--- config.mk ---
export PLATFORM = sky130hd
export DESIGN_NAME = cst_core_state
export DESIGN_NICKNAME = d
export VERILOG_FILES = /design/src/hw/cst_pkg.sv /design/src/hw/cst_core_state.sv /design/src/hw/cst_cond.sv /design/src/hw/cst_gpr.sv
export VERILOG_INCLUDE_DIRS = /design/src /design/src/hw
export SDC_FILE = /design/constraint.sdc
export NUM_CORES = 1
export LEC_CHECK = 0
export ABC_AREA = 1
export CAP_MARGIN = 20
export CORE_UTILIZATION = 40
export CTS_CLUSTER_DIAMETER = 120
export CTS_CLUSTER_SIZE = 12
export DETAILED_ROUTE_END_ITERATION = 6
export DONT_BUFFER_PORTS = 1
export PLACE_DENSITY_LB_ADDON = 0.25
export SKIP_LAST_GASP = 1
export SLEW_MARGIN = 25
export SYNTH_ARGS = -nofsm -noshare
export SYNTH_HDL_FRONTEND = slang
export SYNTH_SLANG_ARGS = --single-unit
--- constraint.sdc ---
create_clock -name core_clk -period 23.3 [get_ports core_clk]
set_input_delay 3.495 -clock core_clk [delete_from_list [all_inputs] [get_ports core_clk]]
set_output_delay 3.495 -clock core_clk [all_outputs]
set_load 0.02 [all_outputs]
--- src/hw/cst_defines.svh ---
// Constants for the core architectural state block
`ifndef CST_DEFINES_SVH
`define CST_DEFINES_SVH

`define CST_SP_RESET      16'h00ff
`define CST_PC_RESET      16'h0000
`define CST_VEC_LO_ADDR   16'hfffe
`define CST_VEC_HI_ADDR   16'hffff
`define CST_FLAG_ADDR     16'h003f
`define CST_CODE_BASE     16'hc000
`define CST_CODE_LAST     16'hffff
`define CST_BIT_JF        7
`define CST_BIT_ZF        6
`define CST_BIT_CF        5
`define CST_BIT_HF        4
`define CST_BIT_SF        3
`define CST_BIT_VF        2
`define CST_BIT_BANK      0
`define CST_FLAG_MASK     8'hfc
`define CST_GPR_WORDS     6
`define CST_IDX_SP        3'h6

`endif

--- src/hw/cst_pkg.sv ---
// Types for the core architectural state block
`default_nettype none

package cst_pkg;

  typedef enum logic [3:0] {
    CST_OP_NONE, CST_OP_STEP, CST_OP_CALL, CST_OP_TRAP, CST_OP_RET, CST_OP_INTERRUPT_EXIT_INSN,
    CST_OP_PUSH, CST_OP_POP, CST_OP_JRS, CST_OP_JR, CST_OP_JP, CST_OP_DIV
  } cst_op_t;

  typedef enum logic [4:0] {
    CST_CC_T, CST_CC_F, CST_CC_Z, CST_CC_NZ, CST_CC_CS, CST_CC_CC, CST_CC_VS, CST_CC_VC,
    CST_CC_M, CST_CC_P, CST_CC_EQ, CST_CC_NE, CST_CC_LT, CST_CC_GE, CST_CC_LE, CST_CC_GT,
    CST_CC_SLT, CST_CC_SGE, CST_CC_SLE, CST_CC_SGT
  } cst_cc_t;

  typedef enum logic [3:0] {
    CST_EA_DE, CST_EA_HL, CST_EA_IX, CST_EA_IY, CST_EA_IDX_HL, CST_EA_IDX_IX,
    CST_EA_IDX_IY, CST_EA_IDX_SP, CST_EA_HL_C, CST_EA_PC_A
  } cst_ea_t;

  typedef enum logic [2:0] {
    CST_ST_IDLE, CST_ST_PUSH, CST_ST_POP_RD, CST_ST_POP_WT, CST_ST_POP_CAP, CST_ST_DONE
  } cst_state_t;

endpackage

`default_nettype wire

--- src/hw/cst_core_state.sv ---
// Architectural state of the 8-bit core: stack, counter, registers, flags
`include "cst_defines.svh"
`default_nettype none

module cst_core_state (
  input  wire logic             core_clk,
  input  wire logic             rstn,
  input  wire logic             op_valid,
  output logic                  op_ready,
  input  wire cst_pkg::cst_op_t op_code,
  input  wire cst_pkg::cst_cc_t op_cc,
  input  wire logic [7:0]       op_disp,
  input  wire logic [15:0]      op_data,
  input  wire logic [15:0]      op_target,
  input  wire logic [2:0]       op_sel,
  input  wire logic [1:0]       op_len,
  output logic                  op_done_q,
  output logic                  branch_taken_q,
  output logic                  branch_fault_q,
  output logic                  div_error_q,
  input  wire logic             reg_we,
  input  wire logic             reg_byte,
  input  wire logic [2:0]       reg_idx,
  input  wire logic [15:0]      reg_wdata,
  input  wire logic             reg_rd_byte,
  input  wire logic [2:0]       reg_rd_idx,
  output logic [15:0]           reg_rdata_q,
  input  wire logic             flag_we,
  input  wire logic [7:0]       flag_wdata,
  input  wire logic             bank_we,
  input  wire logic             bank_wdata,
  input  wire cst_pkg::cst_ea_t ea_mode,
  input  wire logic [7:0]       ea_disp,
  output logic [15:0]           ea_addr_q,
  output logic [2:0]            bit_index_q,
  input  wire logic             sfr_we,
  input  wire logic [15:0]      sfr_addr,
  output logic [7:0]            sfr_rdata_q,
  output logic                  sfr_hit_q,
  output logic                  mem_req_q,
  output logic                  mem_we_q,
  output logic [15:0]           mem_addr_q,
  output logic [7:0]            mem_wdata_q,
  input  wire logic [7:0]       mem_rdata,
  output logic [15:0]           stack_pointer,
  output logic [15:0]           instruction_address_counter,
  output logic [7:0]            status_flag_word,
  output logic                  bank_select_field
);

  cst_pkg::cst_state_t state_q;
  cst_pkg::cst_op_t    kind_q;
  logic [15:0]         sp_q, pc_q, target_q;
  logic [7:0]          flags_q;
  logic                bank_q, vec_q;
  logic [1:0]          cnt_q;
  logic [2:0]          sel_q;
  logic [23:0]         push_buf_q, pop_buf_q;
  logic [5:0][15:0]    gpr;
  logic                cond_hit, accept;
  logic [15:0]         br_target, div_dividend, pop_word;
  logic [7:0]          div_c;
  logic [15:0]         div_quot, div_rem;
  logic                div_bad;
  logic                gpr_we;
  logic [2:0]          gpr_widx;
  logic [1:0]          gpr_wbe;
  logic [15:0]         gpr_wdata;

  function automatic logic [15:0] add_s8(input logic [15:0] base, input logic [7:0] d);
    add_s8 = base + {{8{d[7]}}, d};
  endfunction

  function automatic logic in_code(input logic [15:0] a);
    in_code = (a >= `CST_CODE_BASE) && (a <= `CST_CODE_LAST);
  endfunction

  function automatic logic [15:0] byte_sel(input logic [15:0] w, input logic hi);
    byte_sel = hi ? {8'h00, w[15:8]} : {8'h00, w[7:0]};
  endfunction

  assign accept   = op_valid && op_ready;
  assign op_ready = (state_q == cst_pkg::CST_ST_IDLE);

  assign stack_pointer               = sp_q;
  assign instruction_address_counter = pc_q;
  assign status_flag_word            = flags_q;
  assign bank_select_field           = bank_q;

  cst_cond u_cond (
    .flags (flags_q),
    .cc    (op_cc),
    .hit   (cond_hit)
  );

  always_comb begin
    br_target = op_target;
    if (op_code == cst_pkg::CST_OP_JRS) begin
      br_target = add_s8(pc_q, {{3{op_disp[4]}}, op_disp[4:0]});
    end else if (op_code == cst_pkg::CST_OP_JR) begin
      br_target = add_s8(pc_q, op_disp);
    end
  end

  // divisor from C, result into chosen pair
  assign div_c        = gpr[1][7:0];
  assign div_dividend = gpr[op_sel[1:0]];
  assign div_quot     = (div_c == 8'h00) ? 16'hffff : div_dividend / {8'h00, div_c};
  assign div_rem      = (div_c == 8'h00) ? 16'h0000 : div_dividend % {8'h00, div_c};
  assign div_bad      = (div_c == 8'h00) || (div_quot[15:8] != 8'h00);

  // Three-byte frames hold flags in the top byte
  assign pop_word = (kind_q == cst_pkg::CST_OP_INTERRUPT_EXIT_INSN) ? pop_buf_q[15:0] : pop_buf_q[23:8];

  // byte and pair writes share one port
  always_comb begin
    gpr_we    = 1'b0;
    gpr_widx  = 3'h0;
    gpr_wbe   = 2'b11;
    gpr_wdata = reg_wdata;
    if (state_q == cst_pkg::CST_ST_DONE && kind_q == cst_pkg::CST_OP_POP) begin
      gpr_we    = (sel_q != `CST_IDX_SP);
      gpr_widx  = sel_q;
      gpr_wdata = pop_word;
    end else if (accept && op_code == cst_pkg::CST_OP_DIV && !div_bad) begin
      gpr_we    = 1'b1;
      gpr_widx  = {1'b0, op_sel[1:0]};
      gpr_wdata = {div_rem[7:0], div_quot[7:0]};
    end else if (reg_we && (reg_byte || reg_idx != `CST_IDX_SP)) begin
      gpr_we    = 1'b1;
      gpr_widx  = reg_byte ? {1'b0, reg_idx[2:1]} : reg_idx;
      gpr_wbe   = reg_byte ? (reg_idx[0] ? 2'b01 : 2'b10) : 2'b11;
      gpr_wdata = reg_byte ? {reg_wdata[7:0], reg_wdata[7:0]} : reg_wdata;
    end
  end

  cst_gpr u_gpr (
    .core_clk (core_clk),
    .rstn     (rstn),
    .bank     (bank_q),
    .we       (gpr_we),
    .widx     (gpr_widx),
    .wbe      (gpr_wbe),
    .wdata    (gpr_wdata),
    .rdata_q  (gpr)
  );

  always_ff @(posedge core_clk or negedge rstn) begin
    if (!rstn) begin
      state_q    <= cst_pkg::CST_ST_POP_RD;
      vec_q      <= 1'b1;
      cnt_q      <= 2'd2;
      kind_q     <= cst_pkg::CST_OP_NONE;
      sel_q      <= 3'h0;
      target_q   <= 16'h0000;
      push_buf_q <= 24'h000000;
      pop_buf_q  <= 24'h000000;
    end else begin
      unique case (state_q)
        cst_pkg::CST_ST_IDLE: begin
          if (accept) begin
            kind_q   <= op_code;
            sel_q    <= op_sel;
            target_q <= op_target;
            unique case (op_code)
              cst_pkg::CST_OP_CALL,
              cst_pkg::CST_OP_PUSH: begin
                push_buf_q <= {op_data, 8'h00};
                cnt_q      <= 2'd2;
                state_q    <= cst_pkg::CST_ST_PUSH;
              end
              // flag image ahead of return address
              cst_pkg::CST_OP_TRAP: begin
                push_buf_q <= {flags_q[7:2], 1'b0, bank_q, op_data};
                cnt_q      <= 2'd3;
                state_q    <= cst_pkg::CST_ST_PUSH;
              end
              cst_pkg::CST_OP_RET,
              cst_pkg::CST_OP_POP: begin
                cnt_q   <= 2'd2;
                state_q <= cst_pkg::CST_ST_POP_RD;
              end
              cst_pkg::CST_OP_INTERRUPT_EXIT_INSN: begin
                cnt_q   <= 2'd3;
                state_q <= cst_pkg::CST_ST_POP_RD;
              end
              default: state_q <= cst_pkg::CST_ST_IDLE;
            endcase
          end
        end
        cst_pkg::CST_ST_PUSH: begin
          push_buf_q <= {push_buf_q[15:0], 8'h00};
          cnt_q      <= cnt_q - 2'd1;
          if (cnt_q == 2'd1) begin
            state_q <= cst_pkg::CST_ST_DONE;
          end
        end
        cst_pkg::CST_ST_POP_RD:  state_q <= cst_pkg::CST_ST_POP_WT;
        cst_pkg::CST_ST_POP_WT:  state_q <= cst_pkg::CST_ST_POP_CAP;
        cst_pkg::CST_ST_POP_CAP: begin
          pop_buf_q <= {mem_rdata, pop_buf_q[23:8]};
          cnt_q     <= cnt_q - 2'd1;
          state_q   <= (cnt_q == 2'd1) ? cst_pkg::CST_ST_DONE : cst_pkg::CST_ST_POP_RD;
        end
        cst_pkg::CST_ST_DONE: begin
          vec_q   <= 1'b0;
          state_q <= cst_pkg::CST_ST_IDLE;
        end
        default: state_q <= cst_pkg::CST_ST_IDLE;
      endcase
    end
  end

  // post-decrement on push, pre-increment on pop
  always_ff @(posedge core_clk or negedge rstn) begin
    if (!rstn) begin
      mem_req_q   <= 1'b0;
      mem_we_q    <= 1'b0;
      mem_addr_q  <= 16'h0000;
      mem_wdata_q <= 8'h00;
    end else begin
      mem_req_q <= 1'b0;
      mem_we_q  <= 1'b0;
      if (state_q == cst_pkg::CST_ST_PUSH) begin
        mem_req_q   <= 1'b1;
        mem_we_q    <= 1'b1;
        mem_addr_q  <= sp_q;
        mem_wdata_q <= push_buf_q[23:16];
      end else if (state_q == cst_pkg::CST_ST_POP_RD) begin
        mem_req_q  <= 1'b1;
        mem_addr_q <= vec_q ? ((cnt_q == 2'd2) ? `CST_VEC_LO_ADDR : `CST_VEC_HI_ADDR) : sp_q + 16'h0001;
      end
    end
  end

  // full 16-bit pointer, anywhere in data space
  always_ff @(posedge core_clk or negedge rstn) begin
    if (!rstn) begin
      sp_q <= `CST_SP_RESET;
    end else if (state_q == cst_pkg::CST_ST_PUSH) begin
      sp_q <= sp_q - 16'h0001;
    end else if (state_q == cst_pkg::CST_ST_POP_RD && !vec_q) begin
      sp_q <= sp_q + 16'h0001;
    end else if (state_q == cst_pkg::CST_ST_DONE && kind_q == cst_pkg::CST_OP_POP && sel_q == `CST_IDX_SP) begin
      sp_q <= pop_word;
    end else if (reg_we && !reg_byte && reg_idx == `CST_IDX_SP) begin
      sp_q <= reg_wdata;
    end
  end

  // Program counter and branch outcome
  always_ff @(posedge core_clk or negedge rstn) begin
    if (!rstn) begin
      pc_q           <= `CST_PC_RESET;
      branch_taken_q <= 1'b0;
      branch_fault_q <= 1'b0;
      div_error_q    <= 1'b0;
      op_done_q      <= 1'b0;
    end else begin
      branch_taken_q <= 1'b0;
      branch_fault_q <= 1'b0;
      div_error_q    <= 1'b0;
      op_done_q      <= 1'b0;
      if (state_q == cst_pkg::CST_ST_DONE) begin
        op_done_q <= !vec_q;
        if (vec_q) begin
          pc_q <= pop_buf_q[23:8];
        end else if (kind_q == cst_pkg::CST_OP_RET || kind_q == cst_pkg::CST_OP_INTERRUPT_EXIT_INSN) begin
          pc_q <= pop_word;
        end else if (kind_q == cst_pkg::CST_OP_CALL || kind_q == cst_pkg::CST_OP_TRAP) begin
          if (in_code(target_q)) begin
            pc_q <= target_q;
          end else begin
            branch_fault_q <= 1'b1;
          end
        end
      end else if (accept) begin
        unique case (op_code)
          cst_pkg::CST_OP_STEP: begin
            pc_q      <= pc_q + {14'h0000, op_len};
            op_done_q <= 1'b1;
          end
          cst_pkg::CST_OP_JRS,
          cst_pkg::CST_OP_JR,
          cst_pkg::CST_OP_JP: begin
            op_done_q <= 1'b1;
            if (op_code == cst_pkg::CST_OP_JP || cond_hit) begin
              if (in_code(br_target)) begin
                pc_q           <= br_target;
                branch_taken_q <= 1'b1;
              end else begin
                branch_fault_q <= 1'b1;
              end
            end
          end
          cst_pkg::CST_OP_DIV: begin
            op_done_q   <= 1'b1;
            div_error_q <= div_bad;
          end
          cst_pkg::CST_OP_NONE: op_done_q <= 1'b1;
          default: op_done_q <= 1'b0;
        endcase
      end
    end
  end

  // cleared for determinism only, software must not rely on it
  // bits 1 and 0 always read zero
  always_ff @(posedge core_clk or negedge rstn) begin
    if (!rstn) begin
      flags_q <= 8'h00;
    end else if (state_q == cst_pkg::CST_ST_DONE && !vec_q && kind_q == cst_pkg::CST_OP_INTERRUPT_EXIT_INSN) begin
      flags_q <= pop_buf_q[23:16] & `CST_FLAG_MASK;
    end else if (accept && op_code == cst_pkg::CST_OP_DIV && div_bad) begin
      flags_q[`CST_BIT_CF] <= 1'b1;
    end else if (flag_we) begin
      flags_q <= flag_wdata & `CST_FLAG_MASK;
    end
  end

  // bank comes back with the flag word
  always_ff @(posedge core_clk or negedge rstn) begin
    if (!rstn) begin
      bank_q <= 1'b0;
    end else if (state_q == cst_pkg::CST_ST_DONE && !vec_q && kind_q == cst_pkg::CST_OP_INTERRUPT_EXIT_INSN) begin
      bank_q <= pop_buf_q[16 + `CST_BIT_BANK];
    end else if (bank_we) begin
      bank_q <= bank_wdata;
    end
  end

  // load to the flag address claimed but ignored
  always_ff @(posedge core_clk or negedge rstn) begin
    if (!rstn) begin
      sfr_rdata_q <= 8'h00;
      sfr_hit_q   <= 1'b0;
    end else begin
      sfr_rdata_q <= (sfr_addr == `CST_FLAG_ADDR) ? flags_q : 8'h00;
      sfr_hit_q   <= sfr_we && (sfr_addr == `CST_FLAG_ADDR);
    end
  end

  // A as offset and bit index
  always_ff @(posedge core_clk or negedge rstn) begin
    if (!rstn) begin
      ea_addr_q   <= 16'h0000;
      bit_index_q <= 3'h0;
    end else begin
      bit_index_q <= gpr[0][2:0];
      unique case (ea_mode)
        cst_pkg::CST_EA_DE:     ea_addr_q <= gpr[2];
        cst_pkg::CST_EA_HL:     ea_addr_q <= gpr[3];
        cst_pkg::CST_EA_IX:     ea_addr_q <= gpr[4];
        cst_pkg::CST_EA_IY:     ea_addr_q <= gpr[5];
        cst_pkg::CST_EA_IDX_HL: ea_addr_q <= add_s8(gpr[3], ea_disp);
        cst_pkg::CST_EA_IDX_IX: ea_addr_q <= add_s8(gpr[4], ea_disp);
        cst_pkg::CST_EA_IDX_IY: ea_addr_q <= add_s8(gpr[5], ea_disp);
        cst_pkg::CST_EA_IDX_SP: ea_addr_q <= add_s8(sp_q, ea_disp);
        cst_pkg::CST_EA_HL_C:   ea_addr_q <= gpr[3] + {8'h00, gpr[1][7:0]};
        cst_pkg::CST_EA_PC_A:   ea_addr_q <= pc_q + {8'h00, gpr[0][7:0]};
        default:                ea_addr_q <= 16'h0000;
      endcase
    end
  end

  // Register read port, stack pointer included
  always_ff @(posedge core_clk or negedge rstn) begin
    if (!rstn) begin
      reg_rdata_q <= 16'h0000;
    end else if (reg_rd_byte) begin
      reg_rdata_q <= byte_sel(gpr[reg_rd_idx[2:1]], !reg_rd_idx[0]);
    end else if (reg_rd_idx == `CST_IDX_SP) begin
      reg_rdata_q <= sp_q;
    end else begin
      reg_rdata_q <= (reg_rd_idx < 3'h6) ? gpr[reg_rd_idx] : 16'h0000;
    end
  end

endmodule

`default_nettype wire

--- src/hw/cst_cond.sv ---
// Branch condition evaluator over the flag word
`include "cst_defines.svh"
`default_nettype none

module cst_cond (
  input  wire logic [7:0]       flags,
  input  wire cst_pkg::cst_cc_t cc,
  output logic                  hit
);

  logic jf, zf, cf, sf, vf;

  assign jf = flags[`CST_BIT_JF];
  assign zf = flags[`CST_BIT_ZF];
  assign cf = flags[`CST_BIT_CF];
  assign sf = flags[`CST_BIT_SF];
  assign vf = flags[`CST_BIT_VF];

  // Half carry is never a condition
  always_comb begin
    hit = 1'b0;
    case (cc)
      cst_pkg::CST_CC_T:   hit = jf;
      cst_pkg::CST_CC_F:   hit = !jf;
      cst_pkg::CST_CC_Z,
      cst_pkg::CST_CC_EQ:  hit = zf;
      cst_pkg::CST_CC_NZ,
      cst_pkg::CST_CC_NE:  hit = !zf;
      cst_pkg::CST_CC_CS,
      cst_pkg::CST_CC_LT:  hit = cf;
      cst_pkg::CST_CC_CC,
      cst_pkg::CST_CC_GE:  hit = !cf;
      cst_pkg::CST_CC_VS:  hit = vf;
      cst_pkg::CST_CC_VC:  hit = !vf;
      cst_pkg::CST_CC_M:   hit = sf;
      cst_pkg::CST_CC_P:   hit = !sf;
      cst_pkg::CST_CC_LE:  hit = cf | zf;
      cst_pkg::CST_CC_GT:  hit = !(cf | zf);
      cst_pkg::CST_CC_SLT: hit = sf ^ vf;
      cst_pkg::CST_CC_SGE: hit = !(sf ^ vf);
      cst_pkg::CST_CC_SLE: hit = zf | (sf ^ vf);
      cst_pkg::CST_CC_SGT: hit = !(zf | (sf ^ vf));
      default:             hit = 1'b0;
    endcase
  end

endmodule

`default_nettype wire

--- src/hw/cst_gpr.sv ---
// Two-bank storage for the pairs and index registers
`include "cst_defines.svh"
`default_nettype none

module cst_gpr (
  input  wire logic              core_clk,
  input  wire logic              rstn,
  input  wire logic              bank,
  input  wire logic              we,
  input  wire logic [2:0]        widx,
  input  wire logic [1:0]        wbe,
  input  wire logic [15:0]       wdata,
  output logic      [5:0][15:0]  rdata_q
);

  logic [15:0] mem_q [2*`CST_GPR_WORDS];

  function automatic logic [3:0] slot(input logic b, input logic [2:0] i);
    slot = b ? 4'(i) + 4'(`CST_GPR_WORDS) : 4'(i);
  endfunction

  // No reset: contents are left undefined on purpose
  always_ff @(posedge core_clk) begin
    if (we && wbe[1]) begin
      mem_q[slot(bank, widx)][15:8] <= wdata[15:8];
    end
    if (we && wbe[0]) begin
      mem_q[slot(bank, widx)][7:0] <= wdata[7:0];
    end
  end

  always_ff @(posedge core_clk or negedge rstn) begin
    if (!rstn) begin
      rdata_q <= '0;
    end else begin
      for (int k = 0; k < `CST_GPR_WORDS; k++) begin
        rdata_q[k] <= mem_q[slot(bank, 3'(k))];
      end
    end
  end

endmodule

`default_nettype wire

Yosys cells after proc, flatten, opt, wreduce, memory -nomap -nowiden --
Memory sizes are Yosys's and may differ from the RTL's. A register that Yosys moved wholly into a read port is not among the register bits. Index checks and enable logic that the tools add are counted. Widths: inputs -> output; s select.
Word-level totals: register bits after elaboration 192, bits in writable memories 192, input bits 130, output and inout port bits 116, memories 1
Memory list:
- u_gpr.mem_q | depth 12, width 16, read ports 6, clocked after Yosys merged registers in 6, write ports 1, RTL line cst_gpr.sv:16 | logic [15:0] mem_q [2*`CST_GPR_WORDS];
Operators by class: add/sub/neg operators 13, div/mod/pow operators 2, magnitude comparators 8, equality and inequality tests 66, multiplexer cells 103, bitwise operators 3, reduce and logical (&&, ||, !) cells 72
Operators with widths (number):
- $mux 16 | 29
- $pmux 16 s10 | 1
- $add 16x16->16 | 6
- $pmux 24 s2 | 2
- $bmux 16 s2 | 2
- $bmux 16 s3 | 1
- $eq 4x3->1 const B | 11
- $eq 5x4->1 const B | 8
- $mux 8 | 5
- $mux 1 | 34
- $add 16x8->16 | 2
- $ge 16x16->1 const B | 2
- $le 16x16->1 const B | 2
- $pmux 16 s2 | 1
- $mux 3 | 9
- $eq 4x2->1 const B | 6
- $eq 4x4->1 const B | 6
- $mux 24 | 1
- $eq 5x3->1 const B | 4
- $eq 5x5->1 const B | 4
- $mux 4 | 5
- $logic_and 1x1->1 | 17
- $logic_not 1->1 | 17
- $add 16x1->16 const B | 1
- 46 further kinds | 91

Depth between registers and ports, before layout --
word-level depth 13, depth in mapped cells 209, mapped depth without buffers 199

Hierarchy --
From an unflattened synthesis, not the netlist that was laid out.
Unflattened totals: cell total of the unflattened synthesis 4013, area total of the unflattened synthesis 31287.5 um^2
Modules (own cells, without submodules):
- cst_core_state | instances 1, cells each 3277, area an instance 21297.9 um^2
- cst_gpr | instances 1, cells each 659, area an instance 9649.3 um^2
- cst_cond | instances 1, cells each 77, area an instance 340.3 um^2

Worst setup path after synthesis --
OpenSTA, ideal clock, no wires.
path type in2reg, from input op_sel[0], to memory u_gpr.mem_q[0][8] (data pin), arrival 28.627 ns, path slack -5.595 ns, stages on the path 198, path buffers 12, cells stage by stage buf_6 inv_2 nand2_1 nand2_1 nand2_1 nand2_1 ha_1 nor2_1 nor2_1 nand2_2 nand2_1 nand2_1 ha_1 inv_1 o21bai_1 nand2_2 or2_1 nand2_1 (+162 left out) nor2_4 nand2_4 buf_2 nand3_1 o21a_1 inv_1 ha_1 a21oi_1 o21ai_0 o21ai_0 nand2_1 a21oi_1 nand3_1 nor2_1 nand3_4 nand2_1 nand3_1 a21oi_1
On the way: longest elaborated chain between the ends 10, elaborated cells on any way between the ends 12, those cells by class 2 x div; 6 x mux; 4 x reduce/logical
RTL lines:
- start, declared | RTL line cst_core_state.sv:15 | input wire logic [2:0] op_sel,
- $bmux 16 s2 * | RTL line cst_core_state.sv:107 | assign div_dividend = gpr[op_sel[1:0]];
- $mux 16 (implied by the code) * | RTL line cst_core_state.sv:107
- $div 16x8->16 | RTL line cst_core_state.sv:108 | assign div_quot = (div_c == 8'h00) ? 16'hffff : div_dividend / {8'h00, div_c};
- $mux 16 | RTL line cst_core_state.sv:108
- $reduce_bool 8->1 | RTL line cst_core_state.sv:110 | assign div_bad = (div_c == 8'h00) || (div_quot[15:8] != 8'h00);
- $logic_or 1x1->1 | RTL line cst_core_state.sv:110
- $logic_not 1->1 | RTL line cst_core_state.sv:125 | end else if (accept && op_code == cst_pkg::CST_OP_DIV && !div_bad) begin
- $logic_and 1x1->1 | RTL line cst_core_state.sv:125
- $mux 16 * | RTL line cst_core_state.sv:125
- $mux 16 * | RTL line cst_core_state.sv:121 | if (state_q == cst_pkg::CST_ST_DONE && kind_q == cst_pkg::CST_OP_POP) begin
- named net gpr_wdata[8] | RTL line cst_core_state.sv:68 | logic [15:0] gpr_wdata;
- end, declared | RTL line cst_gpr.sv:16
The timed path passes the listed nets; every way through them passes the cells marked *. The select of a mux whose other input is x is not followed.

Worst setup path in the final report --
from input op_sel[0], to memory u_gpr.mem_q[6][0] (data pin)
On the way: longest elaborated chain between the ends 10
RTL lines (RTL line):
- $bmux 16 s2 * | cst_core_state.sv:107
- $mux 16 (implied by the code) * | cst_core_state.sv:107
- $div 16x8->16 * | cst_core_state.sv:108
- $mux 16 * | cst_core_state.sv:108
- $reduce_bool 8->1 | cst_core_state.sv:110
- $logic_or 1x1->1 | cst_core_state.sv:110
- $logic_not 1->1 | cst_core_state.sv:125
- $logic_and 1x1->1 | cst_core_state.sv:125
- $mux 16 * | cst_core_state.sv:125
- $mux 16 * | cst_core_state.sv:121
- named net gpr_wdata[0] | cst_core_state.sv:68
Marks and branches as above.

==> results.toml <==
[status]
status = "complete, but fails checks"
violations = "design-rule violations, negative setup slack"

[clock_tree]
clk_latency_ns = 0.60
cts_num_sinks = 476
clk_transition_reported_paths_ns = 0.07
clockBufferDepth = 3
h-tree-depth = 2
cts_tree = "yes"
ctsHoldBuffers = 0
cts_root_buf = "clkbuf_16"
numCtsBuffers = 45

[yosys]
ys_warn_count = 0
synth_ff_type = "dfrtp_1"
syn-cell-area_um2 = 31300
syn_inst = 4035
yosys_register_bits = 476
avgSynthCellArea_um2 = 7.77
ys_seq_area_share_pct = 41.1
synth-edff-count = 192
synthArstFlopShare_pct = 59.7
ys_types = 70

[place]
port_buffers = 0
post-dp-hpwl_um = 84400
gp_congestion = 1.02
placed_area_um2 = 35600

[sta]
worstMarginPinSlew_ns = 1.08
layout_setup_ws_ns = -2.61
setup_violations = 120
fmax_ghz = 0.0386
finalSetupTns_ns = -285.78
relSlewSlack_pct = 27.3
min_period_over_period_pct = 111
finClkSkew_ns = 0.0263
rsz0062_at_grt = "true"
slew_viol_final = 0
fin_crit_ns = 25.91
finalHoldViolations = 0

[critical_path]
critPathMaxStageDelay_ns = 0.30
end_kind = "flip-flop"
cp_data_arrival_time_ns = 26.25
cp_max_fo = 37
critPathSlowestCell = "ha_1"
path_common_cell = "nand2_1"
start_kind = "input port"
worst-setup-path-type = "in -> reg"
cp.required_ns = 23.65
rrSetupSlack_ns = -0.15

[route]
first_pass_iters = 7
drt-total-wl_um = 113000
first_iter_violations = 3028
route.detailed.vias_per_inst = 5.44
via_count = 29811
drc_errors = 16
ant_nets = 0
wl_per_cell_um = 20.6

[cells_and_area]
area_growth_pct = 21.7
layout_common_cells = "nand2_1 (970), inv_1 (456), buf_4 (436)"
fin_util_pct = 49.2
nets = 4705
drive_gt1_share_pct = 18.4
final_common_cell = "nand2_1"
design_area_um2 = 38100

[global_routing]
grt_pass1_vias = 27948
grt_max_degree = 285
grt_overflow = 0
grt_first_pass_wirelength_um = 168000
antenna_found_initial = 3
grt.total_usage_pct = 28.0

[floorplanning]
io_pins = 246
row_count = 102
core-area_um2 = 77500
die_x_um = 282
die_area_um2 = 79500
start_util_pct = 40.5
die_h_um = 282

[hold_path]
hp-class = "reg -> reg"

[job]
drv_cap = 0
sequential cells by signal, indices dropped and copies added, names as in the netlist, 4 cells and up:
signal                       count
mem_wdata_q                      8
reg_rdata_q                     16
instruction_address_counter     16
sfr_rdata_q                      6
push_buf_q                      24
u_gpr.rdata_q                   96
u_gpr.mem_q                    192
pop_buf_q                       24
ea_addr_q                       16
mem_addr_q                      16
kind_q                           4
target_q                        16
stack_pointer                   16
status_flag_word                 6
final timing paths:
path / cells past startpoint / to / from
max: 186 / u_gpr.mem_q[6][0] / op_sel[0]
min reg2reg: 2 / u_gpr.rdata_q[43] / u_gpr.mem_q[2][11]
max in group asynchronous: 0 / u_gpr.rdata_q[9] / rstn
max reg2reg: 185 / u_gpr.mem_q[6][0] / u_gpr.rdata_q[47]
min in group asynchronous: 0 / target_q[0] / rstn
min: 2 / u_gpr.rdata_q[43] / u_gpr.mem_q[2][11]
critical path, delay by kind of cell:
| kind | cells | cell delay, ns |
|---|---|---|
| adder cells (fa/ha/maj) | 16 | 4.19 |
| AO/OA/AOI/OAI | 50 | 7.25 |
| AND/OR/NAND/NOR | 92 | 8.76 |
| buffers and inverters | 28 | 2.49 |
kinds of logic (layout without fill, tap and decap cells):
kind of cell / after synthesis / after routing / share of synthesized area, %
simple gates: 1706 / 1707 / 23.2
xor+xnor: 109 / 109 / 3.05
buf+inv: 659 / 1053 / 8.05
other cells: 1 / 6 / 0.0120
compound gates: 904 / 904 / 17.3
flops: 476 / 476 / 41.1
fa+ha+maj: 178 / 178 / 7.25
mux: 2 / 2 / 0.0719
what timing repair did:
item	in CTS	in global routing
setup endpoints to repair	120	132
cloned	1	2
resized for setup	50	65
buffers inserted	41	29
pin swaps	44	109
cells in the mapped netlist, drive strengths merged (4+ instances only):
cell	number	share of area (%)
a211oi	18	0.45
a21o	18	0.43
a21oi	237	3.9
a221oi	29	0.81
a22oi	7	0.17
a311oi	6	0.17
a31oi	12	0.24
a32oi	4	0.11
and2	4	0.080
buf	30	0.52
clkbuf	117	1.4
clkinv	13	0.16
dfrtp	273	22
dfstp	11	0.92
edfxtp	192	18
fa	6	0.38
ha	172	6.9
inv	499	6.0
nand2	1034	13
nand3	197	3.6
nand3b	12	0.29
nand4	24	0.57
nor2	349	4.5
nor3	54	0.88
nor4	13	0.26
o2111ai	19	0.53
o211ai	65	1.6
o21a	9	0.22
o21ai	371	5.9
o21bai	16	0.38
o221ai	32	0.89
o22ai	29	0.58
o311ai	5	0.14
o31ai	10	0.24
o32a	6	0.19
or2	18	0.36
xnor2	31	0.87
xor2	78	2.2
stage by stage:
| step | hold slack [ns] | instances | worst slack, ns |
|---|---|---|---|
| after floorplan | 0.378 | 4038 | -3.42 |
| after global placement | 0.420 | 5317 | -3.18 |
| after detailed placement | 0.424 | 5317 | -3.45 |
| after CTS | 0.416 | 5442 | -2.20 |
| after global routing | 0.450 | 5473 | -4.53 |
| final | 0.415 | 5475 | -2.61 |
area by class of cell:
class                      count  area (um^2)
timing repair buffer         457         3630
multi-input combinational   2904        17000
timing repair inverter         1         7.51
tap                         1040         1300
antenna                        2         5.00
clock inverter                 3         66.3
inverter                     512         1970
sequential                   476        12900
fill                        7460        39300
clock buffer                  80         1280
per-layer routing:
layer / routed length, um / global-route usage (%)
met1: 47800 / 38.2
met2: 48900 / 42.7
met3: 11600 / 6.93
met4: 4260 / 10.2
met5: 13 / 0
Power is left out: the tool's default activity adds up to more than one toggle a clock period on the data nets, which glitch-free logic cannot reach.
